===== src/verilog/mdm_pkg.sv =====
// Constants, register map and types shared by the management serial master
package mdm_pkg;

    // ********************************************************
    // Register map (byte offsets, low eleven address bits)
    // ********************************************************
    localparam int ADDR_W = 11;
    localparam logic [10:0] OFF_CFG0 = 11'h500;
    localparam logic [10:0] OFF_CFG1 = 11'h504;
    localparam logic [10:0] OFF_TXD = 11'h508;
    localparam logic [10:0] OFF_RXD = 11'h50C;

    // ********************************************************
    // Field positions
    // ********************************************************
    localparam int DIV_W = 6;
    localparam int CFG0_EN_BIT = 6;
    localparam int CFG1_PRT_LSB = 24;
    localparam int CFG1_DEV_LSB = 16;
    localparam int CFG1_OP_LSB = 14;
    localparam int CFG1_START_BIT = 11;
    localparam int CFG1_READY_BIT = 7;
    localparam logic [5:0] DIV_RESET = 6'h00;

    // ********************************************************
    // Bus responses
    // ********************************************************
    localparam logic [1:0] RESP_OKAY = 2'h0;
    localparam logic [1:0] RESP_SLVERR = 2'h2;

    // ********************************************************
    // Serial frame layout
    // ********************************************************
    localparam logic [1:0] OP_ADDR = 2'h0;
    localparam logic [1:0] OP_WRITE = 2'h1;
    localparam logic [1:0] OP_READ_INC = 2'h2;
    localparam logic [1:0] OP_READ = 2'h3;
    localparam logic [31:0] PREAMBLE = 32'hFFFFFFFF;
    localparam logic [1:0] START_CODE = 2'h0;
    localparam logic [1:0] TA_WRITE = 2'h2;
    localparam logic [5:0] BIT_PRE_LAST = 6'h1F;
    localparam logic [5:0] BIT_OP_HI = 6'h22;
    localparam logic [5:0] BIT_RELEASE = 6'h2E;
    localparam logic [5:0] BIT_DATA_FIRST = 6'h30;
    localparam logic [5:0] BIT_LAST = 6'h3F;

    typedef enum logic [1:0] {
        ENG_IDLE = 2'b01,
        ENG_SHIFT = 2'b10
    } mdm_eng_e;

endpackage : mdm_pkg


===== src/verilog/mdm_engine.sv =====
// Serial frame engine: clock divider, shifter and read capture
`timescale 1ns/1ps
module mdm_engine (
    // Clock and reset
    input wire logic clk,
    input wire logic rst_n,
    // Frame request
    input wire logic start,
    input wire logic [5:0] div,
    input wire logic [1:0] op,
    input wire logic [4:0] prtad,
    input wire logic [4:0] devad,
    input wire logic [15:0] txd,
    // Frame result
    output logic done,
    output logic [15:0] rxd,
    // Serial pins
    output logic mdc,
    input wire logic mdio_in,
    output logic mdio_out,
    output logic mdio_oe_n
);
    import mdm_pkg::*;

    typedef struct packed {
        mdm_eng_e st;
        logic [5:0] dv;
        logic [5:0] cnt;
        logic [5:0] bit_idx;
        logic mdc;
        logic oe_n;
        logic rd;
        logic [63:0] sh;
        logic [15:0] rx;
        logic done;
    } mdm_eng_s;

    mdm_eng_s eng_reg;
    mdm_eng_s eng_next;

    // Next state; the divisor is latched per frame so a rewrite cannot bend MDC
    always_comb begin
        eng_next = eng_reg;
        eng_next.done = 1'b0;
        case (eng_reg.st)
            ENG_IDLE: begin
                eng_next.mdc = 1'b0;
                eng_next.oe_n = 1'b1;
                eng_next.cnt = '0;
                if (start) begin
                    eng_next.st = ENG_SHIFT;
                    eng_next.dv = div;
                    eng_next.bit_idx = '0;
                    eng_next.rd = op[1];
                    eng_next.oe_n = 1'b0;
                    eng_next.sh = {PREAMBLE, START_CODE, op, prtad, devad, TA_WRITE, txd};
                end
            end
            ENG_SHIFT: begin
                if (eng_reg.cnt == eng_reg.dv) begin
                    eng_next.cnt = '0;
                    if (!eng_reg.mdc) begin
                        // Rising edge: the PHY's data is sampled here
                        eng_next.mdc = 1'b1;
                        if (eng_reg.rd && eng_reg.bit_idx >= BIT_DATA_FIRST) begin
                            eng_next.rx = {eng_reg.rx[14:0], mdio_in};
                        end
                    end else begin
                        // Falling edge: next bit goes out, giving the PHY a full half period
                        eng_next.mdc = 1'b0;
                        if (eng_reg.bit_idx == BIT_LAST) begin
                            eng_next.st = ENG_IDLE;
                            eng_next.done = 1'b1;
                            eng_next.oe_n = 1'b1;
                        end else begin
                            eng_next.bit_idx = eng_reg.bit_idx + 6'h01;
                            eng_next.sh = {eng_reg.sh[62:0], 1'b0};
                            // Read frames hand the line to the PHY from turnaround on
                            eng_next.oe_n = eng_reg.rd && (eng_reg.bit_idx + 6'h01 >= BIT_RELEASE);
                        end
                    end
                end else begin
                    eng_next.cnt = eng_reg.cnt + 6'h01;
                end
            end
            default: begin
                eng_next.st = ENG_IDLE;
                eng_next.oe_n = 1'b1;
                eng_next.mdc = 1'b0;
            end
        endcase
    end

    // State register
    always_ff @(posedge clk or negedge rst_n) begin
        if (!rst_n) begin
            eng_reg <= '{st: ENG_IDLE, oe_n: 1'b1, default: '0};
        end else begin
            eng_reg <= eng_next;
        end
    end

    assign done = eng_reg.done;
    assign rxd = eng_reg.rx;
    assign mdc = eng_reg.mdc;
    assign mdio_out = eng_reg.sh[63];
    assign mdio_oe_n = eng_reg.oe_n;

    // ********************************************************
    // Assertions
    // ********************************************************
    property p_mdc_tick;
        @(posedge clk) disable iff (!rst_n)
        (eng_reg.st == ENG_SHIFT && eng_reg.mdc != eng_next.mdc) |-> eng_reg.cnt == eng_reg.dv;
    endproperty
    a_mdc_tick: assert property (p_mdc_tick) else $error("MDC toggled off divider tick");

    property p_preamble;
        @(posedge clk) disable iff (!rst_n)
        (eng_reg.st == ENG_SHIFT && eng_reg.bit_idx <= BIT_PRE_LAST) |-> mdio_out && !mdio_oe_n;
    endproperty
    a_preamble: assert property (p_preamble) else $error("Preamble bit not driven high");

    property p_read_release;
        @(posedge clk) disable iff (!rst_n)
        (eng_reg.st == ENG_SHIFT && eng_reg.rd && eng_reg.bit_idx >= BIT_RELEASE) |-> mdio_oe_n;
    endproperty
    a_read_release: assert property (p_read_release) else $error("Line driven during read");

    property p_opcode_sent;
        @(posedge clk) disable iff (!rst_n)
        (eng_reg.st == ENG_IDLE && start) |=> eng_reg.sh[29:28] == $past(op)
            && eng_reg.sh[15:0] == $past(txd);
    endproperty
    a_opcode_sent: assert property (p_opcode_sent) else $error("Opcode not placed in frame");

    c_read_frame: cover property (@(posedge clk) disable iff (!rst_n) done && eng_reg.rd);
    c_write_frame: cover property (@(posedge clk) disable iff (!rst_n) done && !eng_reg.rd);

endmodule : mdm_engine


===== src/verilog/mdm_top.sv =====
// Register slave and frame control for the management serial master
//
// What this block does
// - Slave on host clock, async low reset
// - Responses: 00 okay, 10 slave error
// - Decode only address bits ten to zero
// - Serial clock is host clock over 2(div+1)
// - Divisor resets zero; zero blocks enabling
// - Start bit plus ready starts a frame, only while enabled
// - Data line as in, out, enable
// - Opcode 00 sends an address frame
// - Opcode 01 sends a write frame
// - Opcode 11 reads; data captured
// - Opcode 10 reads and post-increments
// - Target from port and device fields
// - Completion sets ready, clears start bit
`timescale 1ns/1ps
module mdm_top (
    // Clock and reset
    input wire logic REF_CLK,
    input wire logic RST_N,
    // Write address and data
    input wire logic [31:0] S_AXI_AWADDR,
    input wire logic S_AXI_AWVALID,
    output logic S_AXI_AWREADY,
    input wire logic [31:0] S_AXI_WDATA,
    input wire logic S_AXI_WVALID,
    output logic S_AXI_WREADY,
    // Write response
    output logic [1:0] S_AXI_BRESP,
    output logic S_AXI_BVALID,
    input wire logic S_AXI_BREADY,
    // Read address and data
    input wire logic [31:0] S_AXI_ARADDR,
    input wire logic S_AXI_ARVALID,
    output logic S_AXI_ARREADY,
    output logic [31:0] S_AXI_RDATA,
    output logic [1:0] S_AXI_RRESP,
    output logic S_AXI_RVALID,
    input wire logic S_AXI_RREADY,
    // Serial management pins
    output logic MDC,
    input wire logic MDIO_IN,
    output logic MDIO_OUT,
    output logic MDIO_OE_N
);
    import mdm_pkg::*;

    typedef struct packed {
        logic awready;
        logic wready;
        logic bvalid;
        logic [1:0] bresp;
        logic arready;
        logic rvalid;
        logic [1:0] rresp;
        logic [31:0] rdata;
        logic [5:0] div;
        logic en;
        logic [4:0] prtad;
        logic [4:0] devad;
        logic [1:0] op;
        logic busy;
        logic start_p;
        logic [15:0] txd;
        logic [15:0] rxd;
    } mdm_top_s;

    mdm_top_s top_reg;
    mdm_top_s top_next;
    logic eng_done;
    logic [15:0] eng_rxd;

    // Address match on the low eleven bits only
    function automatic logic addr_hit(input logic [31:0] addr, input logic [10:0] off);
        addr_hit = (addr[ADDR_W-1:0] == off);
    endfunction : addr_hit

    // Read view of the frame control register
    function automatic logic [31:0] cfg1_view(input mdm_top_s s);
        logic [31:0] v;
        v = '0;
        v[CFG1_PRT_LSB +: 5] = s.prtad;
        v[CFG1_DEV_LSB +: 5] = s.devad;
        v[CFG1_OP_LSB +: 2] = s.op;
        v[CFG1_START_BIT] = s.busy;
        v[CFG1_READY_BIT] = !s.busy;
        cfg1_view = v;
    endfunction : cfg1_view

    // ********************************************************
    // Bus slave and register file
    // ********************************************************
    // One access of each kind at a time; ready is raised for one cycle only
    always_comb begin
        top_next = top_reg;
        top_next.start_p = 1'b0;
        // Write channel
        if (top_reg.awready) begin
            top_next.awready = 1'b0;
            top_next.wready = 1'b0;
            top_next.bvalid = 1'b1;
            top_next.bresp = RESP_OKAY;
            if (addr_hit(S_AXI_AWADDR, OFF_CFG0)) begin
                top_next.div = S_AXI_WDATA[DIV_W-1:0];
                // A zero divisor can never carry the enable
                top_next.en = S_AXI_WDATA[CFG0_EN_BIT] && (S_AXI_WDATA[DIV_W-1:0] != DIV_RESET);
            end else if (addr_hit(S_AXI_AWADDR, OFF_CFG1)) begin
                // Fields are copied into the engine at start, but op is read again at completion to decide whether rxd is captured
                top_next.prtad = S_AXI_WDATA[CFG1_PRT_LSB +: 5];
                top_next.devad = S_AXI_WDATA[CFG1_DEV_LSB +: 5];
                top_next.op = S_AXI_WDATA[CFG1_OP_LSB +: 2];
                if (S_AXI_WDATA[CFG1_START_BIT] && !top_reg.busy && top_reg.en) begin
                    top_next.busy = 1'b1;
                    top_next.start_p = 1'b1;
                end
            end else if (addr_hit(S_AXI_AWADDR, OFF_TXD)) begin
                top_next.txd = S_AXI_WDATA[15:0];
            end else if (!addr_hit(S_AXI_AWADDR, OFF_RXD)) begin
                top_next.bresp = RESP_SLVERR;
            end
        end else if (top_reg.bvalid) begin
            if (S_AXI_BREADY) begin
                top_next.bvalid = 1'b0;
            end
        end else if (S_AXI_AWVALID && S_AXI_WVALID) begin
            top_next.awready = 1'b1;
            top_next.wready = 1'b1;
        end
        // Read channel
        if (top_reg.arready) begin
            top_next.arready = 1'b0;
            top_next.rvalid = 1'b1;
            top_next.rresp = RESP_OKAY;
            top_next.rdata = '0;
            if (addr_hit(S_AXI_ARADDR, OFF_CFG0)) begin
                top_next.rdata[DIV_W-1:0] = top_reg.div;
                top_next.rdata[CFG0_EN_BIT] = top_reg.en;
            end else if (addr_hit(S_AXI_ARADDR, OFF_CFG1)) begin
                top_next.rdata = cfg1_view(top_reg);
            end else if (addr_hit(S_AXI_ARADDR, OFF_TXD)) begin
                top_next.rdata[15:0] = top_reg.txd;
            end else if (addr_hit(S_AXI_ARADDR, OFF_RXD)) begin
                top_next.rdata[15:0] = top_reg.rxd;
            end else begin
                top_next.rresp = RESP_SLVERR;
            end
        end else if (top_reg.rvalid) begin
            if (S_AXI_RREADY) begin
                top_next.rvalid = 1'b0;
            end
        end else if (S_AXI_ARVALID) begin
            top_next.arready = 1'b1;
        end
        // Frame completion; a start cannot coincide because start needs ready
        if (eng_done) begin
            top_next.busy = 1'b0;
            if (top_reg.op[1]) begin
                top_next.rxd = eng_rxd;
            end
        end
    end

    // State register, cleared by the asynchronous reset
    always_ff @(posedge REF_CLK or negedge RST_N) begin
        if (!RST_N) begin
            top_reg <= '{div: DIV_RESET, default: '0};
        end else begin
            top_reg <= top_next;
        end
    end

    assign S_AXI_AWREADY = top_reg.awready;
    assign S_AXI_WREADY = top_reg.wready;
    assign S_AXI_BVALID = top_reg.bvalid;
    assign S_AXI_BRESP = top_reg.bresp;
    assign S_AXI_ARREADY = top_reg.arready;
    assign S_AXI_RVALID = top_reg.rvalid;
    assign S_AXI_RRESP = top_reg.rresp;
    assign S_AXI_RDATA = top_reg.rdata;

    // ********************************************************
    // Serial engine
    // ********************************************************
    mdm_engine u_engine (
        .clk(REF_CLK),
        .rst_n(RST_N),
        .start(top_reg.start_p),
        .div(top_reg.div),
        .op(top_reg.op),
        .prtad(top_reg.prtad),
        .devad(top_reg.devad),
        .txd(top_reg.txd),
        .done(eng_done),
        .rxd(eng_rxd),
        .mdc(MDC),
        .mdio_in(MDIO_IN),
        .mdio_out(MDIO_OUT),
        .mdio_oe_n(MDIO_OE_N)
    );

    // ********************************************************
    // Assertions
    // ********************************************************
    property p_unmapped_err;
        @(posedge REF_CLK) disable iff (!RST_N)
        (top_reg.awready && !addr_hit(S_AXI_AWADDR, OFF_CFG0) && !addr_hit(S_AXI_AWADDR, OFF_CFG1)
            && !addr_hit(S_AXI_AWADDR, OFF_TXD) && !addr_hit(S_AXI_AWADDR, OFF_RXD))
            |=> S_AXI_BVALID && S_AXI_BRESP == RESP_SLVERR;
    endproperty
    a_unmapped_err: assert property (p_unmapped_err) else $error("Unmapped write not refused");

    property p_resp_legal;
        @(posedge REF_CLK) disable iff (!RST_N)
        S_AXI_RVALID |-> S_AXI_RRESP == RESP_OKAY || S_AXI_RRESP == RESP_SLVERR;
    endproperty
    a_resp_legal: assert property (p_resp_legal) else $error("Illegal read response");

    property p_upper_ignored;
        @(posedge REF_CLK) disable iff (!RST_N)
        (top_reg.arready && S_AXI_ARADDR[ADDR_W-1:0] == OFF_CFG1) |=> S_AXI_RRESP == RESP_OKAY
            && S_AXI_RDATA[CFG1_READY_BIT] == !$past(top_reg.busy);
    endproperty
    a_upper_ignored: assert property (p_upper_ignored) else $error("Upper address bits decoded");

    property p_enable_needs_div;
        @(posedge REF_CLK) disable iff (!RST_N)
        top_reg.en |-> top_reg.div != DIV_RESET;
    endproperty
    a_enable_needs_div: assert property (p_enable_needs_div) else $error("Enabled with zero divisor");

    property p_start;
        @(posedge REF_CLK) disable iff (!RST_N)
        (top_reg.awready && addr_hit(S_AXI_AWADDR, OFF_CFG1) && S_AXI_WDATA[CFG1_START_BIT]
            && !top_reg.busy && top_reg.en) |=> top_reg.busy && top_reg.start_p ##1 !MDIO_OE_N;
    endproperty
    a_start: assert property (p_start) else $error("Frame did not start");

    property p_no_start_disabled;
        @(posedge REF_CLK) disable iff (!RST_N)
        !top_reg.en |-> !top_reg.start_p;
    endproperty
    a_no_start_disabled: assert property (p_no_start_disabled) else $error("Start while disabled");

    // Register view as software would read it, so the check covers both status bits
    logic [31:0] cfg1_now;
    assign cfg1_now = cfg1_view(top_reg);

    property p_done_ready;
        @(posedge REF_CLK) disable iff (!RST_N)
        eng_done |=> cfg1_now[CFG1_READY_BIT] && !cfg1_now[CFG1_START_BIT];
    endproperty
    a_done_ready: assert property (p_done_ready) else $error("Ready not set on completion");

    property p_rx_capture;
        @(posedge REF_CLK) disable iff (!RST_N)
        (eng_done && top_reg.op[1]) |=> top_reg.rxd == $past(eng_rxd);
    endproperty
    a_rx_capture: assert property (p_rx_capture) else $error("Read data not captured");

    c_start: cover property (@(posedge REF_CLK) disable iff (!RST_N) top_reg.start_p);
    c_slverr: cover property (@(posedge REF_CLK) disable iff (!RST_N) S_AXI_BRESP == RESP_SLVERR);
    c_inc_done: cover property (@(posedge REF_CLK) disable iff (!RST_N)
        eng_done && top_reg.op == OP_READ_INC);

endmodule : mdm_top


===== config.mk =====
export PLATFORM = sky130hd
export DESIGN_NAME = mdm_top
export DESIGN_NICKNAME = d
export VERILOG_FILES = /design/src/verilog/mdm_pkg.sv /design/src/verilog/mdm_engine.sv /design/src/verilog/mdm_top.sv
export SDC_FILE = /design/constraint.sdc
export NUM_CORES = 1
export LEC_CHECK = 0
export BUFFER_PORTS_ARGS = -buffer_cell sky130_fd_sc_hd__buf_2
export CORE_UTILIZATION = 58
export CTS_BUF_LIST = sky130_fd_sc_hd__clkbuf_4 sky130_fd_sc_hd__clkbuf_8
export DETAILED_ROUTE_END_ITERATION = 10
export PLACE_DENSITY = 0.82
export SETUP_SLACK_MARGIN = 0.05
export SLEW_MARGIN = 20
export SYNTH_ARGS = -nofsm -noshare
export SYNTH_HDL_FRONTEND = slang
export SYNTH_SLANG_ARGS = --single-unit

===== constraint.sdc =====
create_clock -name REF_CLK -period 2.85 [get_ports REF_CLK]
set_input_delay 0.855 -clock REF_CLK [delete_from_list [all_inputs] [get_ports REF_CLK]]
set_output_delay 0.855 -clock REF_CLK [all_outputs]
set_load 0.02 [all_outputs]

Yosys cells after proc, flatten, opt, wreduce, memory -nomap -nowiden
Cells that the tools add are included.
- add/subtract/negate cells: 2
- order comparisons: 2
- equal/unequal tests: 19
- mux-type cells: 55
- bitwise gates (word level): 3
- reduce and logical (&&, ||, !) cells: 24
- operators with widths (kind ; count):
    64-bit two-way mux ; 2
    64-bit one-hot mux with 2 select lines ; 1
    16-bit two-way mux ; 7
    11-bit == test, second input constant ; 8
    81-bit two-way mux ; 1
    66-bit two-way mux ; 1
    18-bit two-way mux ; 2
    2-bit two-way mux ; 15
    27-bit two-way mux ; 1
    6-bit two-way mux ; 4
    12-bit one-hot mux with 2 select lines ; 1
    8-bit two-way mux ; 2
    4-bit AND reduction ; 4
    1-bit two-way mux ; 13
    13-bit two-way mux ; 1
    6-bit by 1-bit adder with 6-bit output, second input constant ; 2
    6-bit greater-or-equal comparator, second input constant ; 2
    2-bit by 1-bit != test with 1-bit output, second input constant ; 5
    2-bit AND reduction ; 5
    2-bit nonzero test ; 5
    2-bit one-hot mux with 2 select lines ; 2
    7-bit two-way mux ; 1
    6-bit == test ; 1
    6-bit == test, second input constant ; 1
    10 further kinds ; 18
- flip-flop bits (word level): 198
- input port bits: 104
- output and inout port bits: 44
- logic and storage cells: 132

Depth between registers and ports, before layout
- word-level depth: 8
- depth in mapped cells: 10
- mapped depth without buffers: 7

Cells and area by module
Synthesis repeated with hierarchy kept, for this count alone.
- cell total of the unflattened synthesis: 752
- area total of the unflattened synthesis: 8978.6 sq um
- by module, submodules not included (module ; times used ; cells each ; area each (sq um) ; seq. area each (sq um)):
    mdm_engine ; 1 ; 434 ; 5027.3 ; 2605.0
    mdm_top ; 1 ; 318 ; 3951.3 ; 2152.1

Least setup slack after synthesis
Ideal clock, no wire load.
- path kind: input to register
- from: in S_AXI_AWADDR[7]
- to: reg top_reg (netlist bit cfg1_now[15])
- setup time: 128 ps
- arrival time: 2328 ps
- data required time: 2722 ps
- setup slack: 395 ps
- cell stages on the path: 6
- path buffers: 2
- cells stage by stage: nor4b_1 -> nand4_1 -> or3b_1 -> clkbuf_1 -> buf_4 -> mux2_1
- word-level cells in the longest chain between the ends: 3
- elaborated cells between the ends (all ways): 4
- those cells by class: eq/ne: 2; bitwise: 1; reduce/logical: 1
- ends and longest elaborated chain (what ; line ; RTL):
    from (decl) ; mdm_top.sv:23 ; input wire logic [31:0] S_AXI_AWADDR,
    11-bit == test ; mdm_top.sv:76 ; addr_hit = (addr[ADDR_W-1:0] == off);
    1-bit inverter (no source line) ; - ;
    3-bit AND reduction (no source line) (*) ; - ;
    to (signal assigned) ; mdm_top.sv:169 ; top_reg <= top_next;
    to (decl) ; mdm_top.sv:69 ; mdm_top_s top_reg;
Every way passes the cells marked *; elsewhere a longest branch is shown, timed or not.
A chain may end at the register's enable or synchronous reset.

Worst setup path in the final report
- from: reg u_engine.eng_reg[102] in the netlist's numbering
- to: reg u_engine.eng_reg[73] in the netlist's numbering
- word-level cells in the longest chain between the ends: 3
- elaborated cells between the ends (all ways): 9
- those cells by class: eq/ne: 6; mux: 1; reduce/logical: 2
- ends and longest elaborated chain (what ; line ; RTL):
    from (decl) ; mdm_engine.sv:38 ; mdm_eng_s eng_reg;
    from (signal assigned) ; mdm_engine.sv:99 ; eng_reg <= eng_next;
    2-bit == test or 2-bit by 1-bit == test with 1-bit output (tied branches) ; mdm_engine.sv:45 ; case (eng_reg.st)
    2-bit != test (no source line), or another cell as far along ; - ;
    5-bit AND reduction (no source line) ; - ;
Parallel ways exist; a longest one is shown, timed or not.

==> flow_metrics.tcl <==
set metrics [dict create \
    synth_top_area_share 0.538 \
    tightest_slew_ps 774 \
    netSwitchingFraction 0.222 \
    met2_usage 0.381 \
    cts_hold_buf 0 \
    dpl_cell_area_sq_um 9200 \
    nNetsFinal 869 \
    met3_usage 0.0550 \
    firstDrtPassIters 8 \
    p_switching_uw 1030 \
    critPathTopFamily "compound AO/OA/AOI/OAI gates" \
    crit_type "flop to flop" \
    place_hpwl_mm 11.5 \
    cp-end-kind "flop" \
    power_density_nw_per_um2 482 \
    critPathRequiredTime_ps 3240 \
    gp_congestion 0.850 \
    dpl.cell_count 925 \
    clk_path_buf_depth 2 \
    drcViolationCount 10 \
    async_flop_share 1.00 \
    seq_area_frac_synth 0.544 \
    fin_area_sq_um 9590 \
    synth.distinct_cells 58 \
    use_met1 0.313 \
    yosysWarnings 0 \
    holdWs_ps 306 \
    ys_ff_latch 190 \
    fin_ws_ps 269 \
    syn-instance-count 694 \
    drtAntennaViolNets 0 \
    syn2layout_area_growth_pct 9.57 \
    start_util 0.597 \
    insertion_delay_ps 470 \
    setup_viol 0 \
    vdd_drop_max_mv 0.398 \
    cp_cell_sequence "inv_1 > ha_1 > inv_2 > o21a_1 > o41a_1 > nor2_8 > buf_12 > buf_12 > mux2i_1" \
    violations "DRC" \
    first_global_vias 5850 \
    overflow 0 \
    hold_path.class "input pin to async pin" \
    synth.area.top_cells "dfrtp_1 54%, mux2_2 10%, mux2i_1 5.1%" \
    design.core.area_sq_um 14600 \
    intPower_uw 3590 \
    cts_sinks 190 \
    wl_per_cell_microns 17.7 \
    status "complete, but fails checks" \
    fill_cells 1077 \
    final-instance-count-excl-fill 955 \
    crit_top_cell "buf_12" \
    rows 44 \
    synth_top_cell_by_area "dfrtp_1" \
    p_clk_frac 0.368 \
    clk_pin_slew_ps 90 \
    grt_pass1_wl_mm 29.0 \
    clockRootBuffer "clkbuf_8" \
    cp_num_buf_inv 4 \
    drt_wl_total_mm 16.9 \
    htreeDepth 4 \
    period_minus_slack_ps 2580 \
    grt_usage 0.237 \
    vias 5562 \
    fmax_mhz 387 \
    post_cts_buffers 0 \
    r2r_end "u_engine.eng_reg[73]" \
    hold_viol 0 \
    dieArea_sq_um 15600 \
    io_buffers 91 \
    skew_ps 9.42 \
    rr_startpoint "u_engine.eng_reg[102]" \
    pwr-share-comb 0.042 \
    grt.busiest_layer "met2" \
    drv_cap 0 \
    slowest_stage "o41a_1" \
    synth_ff_type "dfrtp_1" \
    antenna_cells 0 \
    largest_register_ffs 84 \
    drt_iter0_drc 339 \
    drv_slew 0 \
    power.share.sequential 0.590 \
    fin_crit_sh 0.906 \
    chipHeight_microns 125 \
    power_leakage_uw 0.00464 \
    viasPerCell 5.82 \
    crit_path_max_incr_delay_ps 490 \
    rsz0062_at_grt "no" \
    final_layout_size_suffix_gt1_frac 0.331 \
    cts_tree "built" \
    cts_buffers 17 \
    cts_resized 0 \
    syn_area_sq_um 8750 \
    worstRegToRegCells 9 \
    worstSetupStartpointType "flop" \
    antenna_found_initial 0 \
    slew_headroom 0.481 \
    place_ws_ps 282 \
    grt_max_degree 66 \
    worstPathArrival_ps 2970 \
    synth_edf_count 0 \
    die_w_microns 125 \
    tns_ps 0 \
    avgSynthCellArea_sq_um 12.6 \
    rrSetupSlack_ps 270 \
    crit_fanout 26 \
    ios 148 \
]
## placed cells by master (no fill, tap or decap), drive strengths merged, types with 3 or more instances in the layout
| cell | synthesis | routed |
|---|---|---|
| o21a | 3 | 3 |
| conb | 1 | 8 |
| mux2 | 105 | 105 |
| clkinv | 0 | 4 |
| nor2b | 6 | 6 |
| nand2 | 21 | 21 |
| a21oi | 36 | 36 |
| clkbuf | 19 | 25 |
| o2bb2ai | 7 | 7 |
| mux2i | 45 | 45 |
| nand3 | 11 | 11 |
| nor2 | 21 | 21 |
| nor3 | 10 | 10 |
| ha | 5 | 5 |
| a22o | 41 | 41 |
| nand2b | 3 | 3 |
| dfrtp | 188 | 188 |
| inv | 48 | 48 |
| buf | 50 | 108 |
| xnor2 | 11 | 11 |
| o21ai | 18 | 18 |
| a221o | 7 | 7 |
| or3 | 3 | 3 |
## how the worst max path moves through the flow
stage,from,endpoint,slack (ps),depth (start not counted)
after floorplan,S_AXI_AWADDR[7],cfg1_now[15],390,6
after global placement,S_AXI_AWADDR[7],cfg1_now[15],390,6
after detailed placement,u_engine.eng_reg[102],u_engine.eng_reg[72],280,9
after CTS,u_engine.eng_reg[102],u_engine.eng_reg[73],260,9
after global routing,u_engine.eng_reg[102],u_engine.eng_reg[72],80,9
final,u_engine.eng_reg[102],u_engine.eng_reg[73],270,9
## area by class of cell
type | instances | area, sq um | area share
clock inverter | 6 | 57.6 | 0.00600
inverter | 48 | 180 | 0.0188
sequential | 190 | 4760 | 0.496
multi-input combinational | 394 | 3360 | 0.351
tap | 184 | 230 | 0.0240
clock buffer | 24 | 324 | 0.0338
timing repair buffer | 109 | 674 | 0.0704
## logic make-up (layout without fill, tap and decap cells)
group | after synthesis | in the layout | share of synthesized area
AO/OA/AOI/OAI | 125 | 125 | 0.102
XOR/XNOR | 13 | 13 | 0.0139
adder cells (fa/ha/maj) | 5 | 5 | 0.00715
buffers and inverters | 117 | 187 | 0.0758
flip-flops | 190 | 190 | 0.544
multiplexers | 150 | 150 | 0.196
other | 1 | 8 | 0.000429
AND/OR/NAND/NOR | 93 | 93 | 0.0608
## metal layers
layer | part of all wire | vias up | wire, microns
li1 | - | 2546 | -
met1 | 0.44 | 2803 | 7490
met4 | 0.023 | 0 | 396
met2 | 0.48 | 179 | 8170
met3 | 0.051 | 34 | 860
met5 | 0 | - | 0
## metrics by stage
step | total power [uW] | utilization
detailed placement | 2970 | 0.629
global route | 4790 | 0.655
floorplan | 2850 | -
global placement | 2970 | 0.629
finish | 4620 | 0.655
CTS | 4660 | 0.655
## power groups by stage
stage	clock (uW)	combinational, uW	sequential, uW
2_1_floorplan	0	66.2	2790
3_3_place_gp	0	191	2780
3_5_place_dp	0	197	2780
4_1_cts	1740	197	2720
5_1_grt	1850	217	2730
6_report	1700	196	2720
## cell usage after synthesis, types with 2 or more instances
library cell / n
buf_12: 3
o22ai_1: 2
nor3b_1: 2
mux2i_1: 45
o21ai_0: 18
nand2_1: 21
xor2_1: 2
nor4b_1: 2
nand3_1: 11
or4_1: 2
clkbuf_1: 19
inv_2: 2
nor4_1: 2
a21o_1: 2
buf_2: 5
mux2_1: 4
o21a_1: 3
xnor2_1: 10
mux2_2: 79
a21oi_1: 36
a221o_1: 7
buf_6: 4
ha_1: 5
nor2_1: 20
inv_1: 46
o2bb2ai_1: 7
nor2b_1: 6
a22o_1: 41
mux2_4: 22
and3_1: 2
a211o_1: 2
dfrtp_1: 188
dfstp_2: 2
nor3_2: 2
nor3_1: 7
nand2b_1: 3
buf_4: 37
or3_1: 3
Power figures use the tool's default switching activity.
